### src/verilog/rjd_pkg.sv
package rjd_pkg;

    localparam int PC_W   = 16;
    localparam int INSN_W = 16;
    localparam int DATA_W = 32;
    localparam int ADDR_W = 8;
    localparam int OFFS_W = 10;
    localparam int SR_W   = 9;

    // Register byte offsets, one aligned word each
    localparam logic [ADDR_W-1:0] ADDR_INSTR  = 8'h00;
    localparam logic [ADDR_W-1:0] ADDR_PC     = 8'h04;
    localparam logic [ADDR_W-1:0] ADDR_SR     = 8'h08;
    localparam logic [ADDR_W-1:0] ADDR_STATUS = 8'h0C;

    // Status register bit positions (weights 1, 2, 4, 8, 10h, 20h, 100h)
    localparam int SR_C    = 0;
    localparam int SR_Z    = 1;
    localparam int SR_N    = 2;
    localparam int SR_GIE  = 3;
    localparam int SR_HALT = 4;
    localparam int SR_OSC  = 5;
    localparam int SR_V    = 8;

    // Status word field positions
    localparam int ST_BUSY  = 0;
    localparam int ST_TAKEN = 1;
    localparam int ST_OP    = 8;

    localparam logic [PC_W-1:0]   PC_RESET   = 16'h0000;
    localparam logic [SR_W-1:0]   SR_RESET   = 9'h000;
    localparam logic [INSN_W-1:0] INSN_RESET = 16'h0000;
    localparam logic [PC_W-1:0]   PC_STEP    = 16'h0002;

    // Opcode space
    localparam logic [2:0] JUMP_PREFIX   = 3'h1;
    localparam logic [5:0] SINGLE_PREFIX = 6'h04;
    localparam logic [4:0] DOUBLE_BASE   = 5'h08;
    localparam logic [3:0] DOUBLE_FIRST  = 4'h4;

    localparam logic [2:0] COND_NONZERO  = 3'h0;
    localparam logic [2:0] COND_ZERO     = 3'h1;
    localparam logic [2:0] COND_NO_CARRY = 3'h2;
    localparam logic [2:0] COND_CARRY    = 3'h3;
    localparam logic [2:0] COND_NEGATIVE = 3'h4;
    localparam logic [2:0] COND_GE       = 3'h5;
    localparam logic [2:0] COND_LESS     = 3'h6;
    localparam logic [2:0] COND_ALWAYS   = 3'h7;

    localparam int JUMP_CYCLES = 2;

    typedef enum logic [4:0] {
        OP_ILLEGAL, OP_ROTATE_RIGHT_THROUGH_CARRY, OP_ROTATE_RIGHT_THROUGH_CARRY_B, OP_BYTE_SWAP,
        OP_ARITHMETIC_RIGHT_SHIFT, OP_ARITHMETIC_RIGHT_SHIFT_B, OP_SIGN_EXTEND, OP_PUSH, OP_PUSH_B,
        OP_CALL, OP_RETURN_FROM_INTERRUPT, OP_JUMP, OP_MOVE_OP, OP_ADD, OP_ADD_WITH_CARRY,
        OP_SUBTRACT_WITH_CARRY, OP_SUB, OP_COMPARE_OP, OP_DECIMAL_ADD, OP_BIT_TEST, OP_BIT_CLEAR,
        OP_BIT_SET, OP_XOR, OP_AND
    } rjd_op_e;

    typedef enum logic [1:0] {
        RJD_IDLE   = 2'b00,
        RJD_EXEC   = 2'b01,
        RJD_RETIRE = 2'b11
    } rjd_fsm_e;

    typedef struct packed {
        logic v;
        logic n;
        logic z;
        logic c;
    } rjd_flags_s;

    typedef struct packed {
        rjd_fsm_e          fsm;
        logic [INSN_W-1:0] instr;
        logic [PC_W-1:0]   pc;
        logic [SR_W-1:0]   sr;
        logic              taken;
        rjd_op_e           op;
    } rjd_state_s;

endpackage

### src/verilog/rjd_cond.sv
`timescale 1ns/1ps
module rjd_cond
    import rjd_pkg::*;
(
    input  wire logic [2:0] cond_sel,
    input  wire rjd_flags_s flags,
    output logic            take
);

    always_comb
    begin
        case (cond_sel)
            COND_NONZERO:  take = ~flags.z;
            COND_ZERO:     take = flags.z;
            COND_NO_CARRY: take = ~flags.c;
            COND_CARRY:    take = flags.c;
            COND_NEGATIVE: take = flags.n;
            COND_GE:       take = ~(flags.n ^ flags.v);
            COND_LESS:     take = flags.n ^ flags.v;
            COND_ALWAYS:   take = 1'b1;
            default:       take = 1'b0;
        endcase
    end

endmodule

### src/verilog/rjd_core.sv
`timescale 1ns/1ps
module rjd_core
    import rjd_pkg::*;
(
    input  wire logic              core_clk,
    input  wire logic              resetn,
    input  wire logic [ADDR_W-1:0] avs_address,
    input  wire logic              avs_read,
    input  wire logic              avs_write,
    input  wire logic [DATA_W-1:0] avs_writedata,
    input  wire logic [3:0]        avs_byteenable,
    output logic      [DATA_W-1:0] avs_readdata,
    output logic                   avs_waitrequest,
    output logic      [PC_W-1:0]   program_counter,
    output logic                   global_interrupt_enable,
    output logic                   processor_halt,
    output logic                   oscillator_stop
);

    rjd_state_s        st;
    rjd_state_s        next_st;
    rjd_flags_s        flags;
    logic              take;
    logic              is_jump;
    logic              idle;
    logic              start;
    logic [PC_W-1:0]   fall_through;
    logic [PC_W-1:0]   target;
    logic [DATA_W-1:0] merged_pc;
    logic [DATA_W-1:0] merged_sr;

    // Byte-lane merge of a bus write into a stored word
    function automatic logic [DATA_W-1:0] be_merge(input logic [DATA_W-1:0] old_v,
                                                   input logic [DATA_W-1:0] new_v,
                                                   input logic [3:0]        be);
        logic [DATA_W-1:0] res;
        res = old_v;
        for (int i = 0; i < 4; i++)
        begin
            if (be[i])
            begin
                res[i*8 +: 8] = new_v[i*8 +: 8];
            end
        end
        return res;
    endfunction

    // Only basic encodings exist; composite forms arrive already as one of these
    function automatic rjd_op_e decode_op(input logic [INSN_W-1:0] insn);
        rjd_op_e op;
        op = OP_ILLEGAL;
        if (insn[15:13] == JUMP_PREFIX)
        begin
            op = OP_JUMP;
        end
        else if (insn[15:12] >= DOUBLE_FIRST)
        begin
            op = rjd_op_e'(DOUBLE_BASE + {1'b0, insn[15:12]});
        end
        else if (insn[15:10] == SINGLE_PREFIX)
        begin
            case (insn[9:6])
                4'h0:    op = OP_ROTATE_RIGHT_THROUGH_CARRY;
                4'h1:    op = OP_ROTATE_RIGHT_THROUGH_CARRY_B;
                4'h2:    op = OP_BYTE_SWAP;
                4'h4:    op = OP_ARITHMETIC_RIGHT_SHIFT;
                4'h5:    op = OP_ARITHMETIC_RIGHT_SHIFT_B;
                4'h6:    op = OP_SIGN_EXTEND;
                4'h8:    op = OP_PUSH;
                4'h9:    op = OP_PUSH_B;
                4'hA:    op = OP_CALL;
                4'hC:    op = OP_RETURN_FROM_INTERRUPT;
                default: op = OP_ILLEGAL;
            endcase
        end
        return op;
    endfunction

    assign flags     = '{v: st.sr[SR_V], n: st.sr[SR_N], z: st.sr[SR_Z], c: st.sr[SR_C]};
    assign is_jump   = (st.op == OP_JUMP);
    assign idle      = (st.fsm == RJD_IDLE);
    assign start     = idle && avs_write && (avs_address == ADDR_INSTR);
    assign merged_pc = be_merge({{(DATA_W-PC_W){1'b0}}, st.pc}, avs_writedata, avs_byteenable);
    assign merged_sr = be_merge({{(DATA_W-SR_W){1'b0}}, st.sr}, avs_writedata, avs_byteenable);

    rjd_cond u_cond (
        .cond_sel (st.instr[12:10]),
        .flags    (flags),
        .take     (take)
    );

    rjd_target #(
        .ADDR_BITS (PC_W)
    ) u_target (
        .pc_now       (st.pc),
        .offset       (st.instr[OFFS_W-1:0]),
        .fall_through (fall_through),
        .target       (target)
    );

    // Bus is held off while an instruction runs, so software never races the counter
    assign avs_waitrequest = (avs_read || avs_write) && !idle;

    always_comb
    begin
        next_st = st;
        case (st.fsm)
            RJD_IDLE:
            begin
                if (avs_write)
                begin
                    case (avs_address)
                        ADDR_INSTR:
                        begin
                            next_st.instr = avs_writedata[INSN_W-1:0];
                            next_st.op    = decode_op(avs_writedata[INSN_W-1:0]);
                            next_st.taken = 1'b0;
                            next_st.fsm   = RJD_EXEC;
                        end
                        ADDR_PC:
                        begin
                            next_st.pc = {merged_pc[PC_W-1:1], 1'b0};
                        end
                        ADDR_SR:
                        begin
                            next_st.sr = merged_sr[SR_W-1:0];
                        end
                        default:
                        begin
                            next_st.fsm = RJD_IDLE;
                        end
                    endcase
                end
            end
            RJD_EXEC:
            begin
                next_st.taken = is_jump && take;
                next_st.fsm   = RJD_RETIRE;
            end
            RJD_RETIRE:
            begin
                // Flags are left alone here on purpose
                if (is_jump)
                begin
                    next_st.pc = st.taken ? target : fall_through;
                end
                next_st.fsm = RJD_IDLE;
            end
            default:
            begin
                next_st.fsm = RJD_IDLE;
            end
        endcase
    end

    always_ff @(posedge core_clk or negedge resetn)
    begin
        if (!resetn)
        begin
            st <= '{fsm: RJD_IDLE, instr: INSN_RESET, pc: PC_RESET, sr: SR_RESET,
                    taken: 1'b0, op: OP_ILLEGAL};
        end
        else
        begin
            st <= next_st;
        end
    end

    always_comb
    begin
        avs_readdata = '0;
        case (avs_address)
            ADDR_INSTR:  avs_readdata[INSN_W-1:0] = st.instr;
            ADDR_PC:     avs_readdata[PC_W-1:0]   = st.pc;
            ADDR_SR:     avs_readdata[SR_W-1:0]   = st.sr;
            ADDR_STATUS:
            begin
                avs_readdata[ST_BUSY]        = !idle;
                avs_readdata[ST_TAKEN]       = st.taken;
                avs_readdata[ST_OP +: 5]     = st.op;
            end
            default:     avs_readdata = '0;
        endcase
    end

    assign program_counter         = st.pc;
    assign global_interrupt_enable = st.sr[SR_GIE];
    assign processor_halt          = st.sr[SR_HALT];
    assign oscillator_stop         = st.sr[SR_OSC];

    // Distance from the jump's own address to the target, in words
    logic signed [PC_W-1:0] span_words;
    assign span_words = $signed(target - st.pc) >>> 1;
endmodule

### src/verilog/rjd_target.sv
`timescale 1ns/1ps
module rjd_target
    import rjd_pkg::*;
#(
    parameter int ADDR_BITS = PC_W
)
(
    input  wire logic [ADDR_BITS-1:0] pc_now,
    input  wire logic [OFFS_W-1:0]    offset,
    output logic      [ADDR_BITS-1:0] fall_through,
    output logic      [ADDR_BITS-1:0] target
);

    logic [ADDR_BITS-1:0] byte_offset;

    // Signed word offset becomes a signed byte offset
    assign byte_offset  = {{(ADDR_BITS-OFFS_W-1){offset[OFFS_W-1]}}, offset, 1'b0};
    assign fall_through = pc_now + ADDR_BITS'(PC_STEP);
    // Wraps modulo the address space, as the counter does
    assign target       = fall_through + byte_offset;

endmodule
### config.mk
export PLATFORM = sky130hd
export DESIGN_NAME = rjd_core
export DESIGN_NICKNAME = d
export VERILOG_FILES = /design/src/verilog/rjd_pkg.sv /design/src/verilog/rjd_cond.sv /design/src/verilog/rjd_core.sv /design/src/verilog/rjd_target.sv
export SDC_FILE = /design/constraint.sdc
export NUM_CORES = 1
export LEC_CHECK = 0
export BUFFER_PORTS_ARGS = -buffer_cell sky130_fd_sc_hd__buf_2
export CORE_MARGIN = 2
export CORE_UTILIZATION = 37
export DETAILED_ROUTE_END_ITERATION = 10
export SYNTH_ARGS = -nofsm -noshare
export SYNTH_HDL_FRONTEND = slang
export SYNTH_SLANG_ARGS = --single-unit
### constraint.sdc
create_clock -name core_clk -period 2.6 [get_ports core_clk]
set_input_delay 0.52 -clock core_clk [delete_from_list [all_inputs] [get_ports core_clk]]
set_output_delay 0.52 -clock core_clk [all_outputs]
set_load 0.02 [all_outputs]
==> results.json <==
{
  "fin_nets": 653,
  "netlist_instances": 466,
  "grt_pass1_wl_um": 19600,
  "antenna_found_initial": 0,
  "fin_crit_sh_pct": 106,
  "dr.pass1.iters": 4,
  "synth_top_flop_cell": "dfrtp_1",
  "drive_above_1_share_pct": 36.6,
  "clock_latency_ns": 0.32,
  "switching_share_pct": 34.7,
  "cts_sinks": 48,
  "crit_family": "compound AO/OA/AOI/OAI gates",
  "p_leak_nw": 2.72,
  "p_int_w": 0.00124,
  "critPathBufInv": 0,
  "ioPinCount": 100,
  "crit_chain": "ha_4 > nand2_1 > or3_4 > xnor2_4 > ha_1 > o221ai_2 > nor2_1 > o21a_1 > a311oi_2 > mux2i_1 > a21oi_1",
  "finalWorstSetupSlack_ns": -0.164,
  "initial_core_util_pct": 37.5,
  "peakVddDrop_v": 0.000492,
  "route.detailed.drc": 0,
  "p_sw_w": 0.000658,
  "powerDensity_mw_per_mm2": 359,
  "io_buffers": 64,
  "finalHoldWorstSlack_ns": 0.244,
  "rsz0062_at_grt": "true",
  "core_area_sq_mm": 0.0107,
  "cts_root_buf": "clkbuf_8",
  "drtIter0Drc": 241,
  "routed_wl_um": 12400,
  "status": "finished, violations left",
  "synth.cell_area_sq_mm": 0.00401,
  "syn2layout_area_growth_pct": 31.8,
  "cap_violations": 0,
  "combPwrFrac_pct": 30.2,
  "placementRows": 38,
  "post_drt_wl_per_cell_um": 17.2,
  "start_kind": "register",
  "yosysWarnings": 0,
  "cts-root-to-sink-buffers": 2,
  "vias": 3872,
  "die_area_sq_mm": 0.0117,
  "grt_overflow": 0,
  "cts-buffers-inserted": 5,
  "die_h_um": 108,
  "critPathMaxStageDelay_ns": 0.45,
  "slew_headroom_pct": 52.7,
  "cts-htree-levels": 2,
  "worst-path-max-fanout": 4,
  "finalPower_w": 0.00190,
  "place_congestion": 0.827,
  "cpMaxStageDelayCell": "dfrtp_2",
  "fillCellCount": 1028,
  "endpoint_kind": "register",
  "crit_arrival_ns": 2.96,
  "clock_skew_ns": 0.0101,
  "crit_type": "reg -> reg",
  "worst_pin_slew_ns": 0.710,
  "synth_edf_count": 0,
  "period_minus_slack_ns": 2.76,
  "grt_max_degree": 30,
  "clkTransAtPathRegs_ns": 0.10,
  "dr_wl_met2_um": 6050,
  "antennaDiodeCount": 0,
  "min_path_type": "in -> async",
  "synthArstFlopShare_pct": 100,
  "cts_tree": "done",
  "ys_ff_latch": 48,
  "grt_pass1_vias": 3719,
  "p_seq_share_pct": 44.2,
  "hpwl_um": 9610,
  "fmax_ghz": 0.362,
  "wl_met3_um": 598,
  "track_usage_pct": 21.7,
  "hold_viol_final": 0,
  "final_core_util_pct": 49.4,
  "final_max_slew_viol_count": 0,
  "clkPwrFrac_pct": 25.6,
  "vias_per_cell": 5.36,
  "fp.dieW_um": 108,
  "wl_met1_um": 5620,
  "cp.required_ns": 2.80,
  "postRouteAntennaNets": 0,
  "highest_layer": "met4",
  "syn_area_per_cell_sq_um": 8.61,
  "violations": "negative setup slack",
  "ctsHoldBuffers": 0,
  "synth_cell_types": 57,
  "setup_viol": 7,
  "yosysSeqAreaShare_pct": 29.9
}
==> cell families after synthesis <==
family,count (synthesis),share of synthesized area [%]
xor+xnor,25,5.64
other cells,1,0.0935
fa+ha+maj,24,7.67
flops,48,29.9
buf+inv,66,9.70
mux,42,11.8
compound gates,113,18.2
simple gates,147,17.0
==> layout by cell type, fill, tap and decap left out, types with 6 or more instances in the layout <==
cell      instances
buf_4            73
buf_2            64
nor2_1           56
dfrtp_1          46
nand2_1          33
a21oi_1          29
mux2_1           20
mux2i_1          19
conb_1           17
ha_1             15
a31oi_1          14
a21o_1           12
nor3_1           10
xor2_1           10
nand3_1           9
o21ai_1           9
inv_1             8
buf_6             8
xnor2_1           7
a21oi_2           6
ha_4              6
clkbuf_8          6
==> layer usage <==
metal  track usage (%)  up-vias
li1                  -     1848
met1              29.9     1897
met2              36.0      116
met3              2.89       11
met4              5.40        0
met5                 0        -
==> worst register-to-register path, delay by kind of cell (launching register included) <==
family	cells	cell delay, ns
compound gates	4	0.74
xor+xnor	1	0.21
fa+ha+maj	2	0.46
flops	1	0.45
mux	1	0.22
simple gates	3	0.58
==> final cells by class <==
cell class              count  area [sq um]  area share [%]
flip-flops and latches     48          1200            22.8
clock buffers               7          86.3            1.63
multi-input cells         368          2810            53.1
clock inverters             1          7.51           0.142
inverters                  13          51.3           0.970
repair buffers            145           958            18.1
well taps                 140           175            3.31
==> timing repair <==
item,CTS,global route
pin swaps,10,36
gates resized for setup,13,50
setup buffers,4,10
endpoints found under the setup margin,8,10
hold endpoints to repair,0,0
==> per-stage QoR <==
stage	area (sq um)	cells	setup slack, ns	setup TNS [ns]
final	5290	722	-0.164	-0.660
after detailed placement	4780	701	-0.255	-1.17
after global placement	4780	701	-0.201	-0.827
after CTS	4980	713	-0.162	-0.688
after global routing	5290	722	-0.322	-1.74
after floorplan	4120	482	-0.0827	-0.0827
==> path summary, 6_finish.rpt <==
kind | from | end | slack (ns) | cells after the start
max | program_counter[1]$_DFFE_PN0P_ | program_counter[15]$_DFFE_PN0P_ | -0.16 | 11
min | resetn | global_interrupt_enable$_DFFE_PN0P_ | 0.24 | 1
max reg2reg | program_counter[1]$_DFFE_PN0P_ | program_counter[15]$_DFFE_PN0P_ | -0.16 | 11
min reg2reg | st[13]$_DFFE_PN0P_ | st[13]$_DFFE_PN0P_ | 0.49 | 2
max in group asynchronous | resetn | program_counter[15]$_DFFE_PN0P_ | 1.69 | 2
min in group core_clk | avs_writedata[0] | flags[0]$_DFFE_PN0P_ | 0.43 | 2
==> registers in the layout, indices dropped and copies added, names as in the netlist <==
register,count
st,26
program_counter,15
flags,4
global_interrupt_enable,1
oscillator_stop,1
processor_halt,1
==> cell usage after synthesis (all sizes together), types with 5 or more instances <==
master / n / area (sq um)
nor3: 10 / 50.1
a21oi: 36 / 180
mux2i: 19 / 190
o21ai: 15 / 75.1
and3: 5 / 31.3
a31oi: 15 / 93.8
ha: 23 / 288
nand2: 36 / 135
clkbuf: 13 / 48.8
nor2b: 6 / 37.5
a21o: 12 / 90.1
mux2: 21 / 236
nor2: 62 / 235
buf: 40 / 292
inv: 13 / 48.8
dfrtp: 48 / 1200
xor2: 13 / 114
nand4: 5 / 31.3
xnor2: 12 / 113
nand3: 13 / 75.1
==> power by group through the flow <==
stage | clock (W) | combinational, W | sequential [W]
CTS | 0.000491 | 0.000531 | 0.000834
finish | 0.000485 | 0.000574 | 0.000838
global route | 0.000522 | 0.000625 | 0.000845
floorplan | 0 | 0.000324 | 0.000845
detailed placement | 0 | 0.000515 | 0.000848
global placement | 0 | 0.000509 | 0.000844
Power figures use the tool's default switching activity.
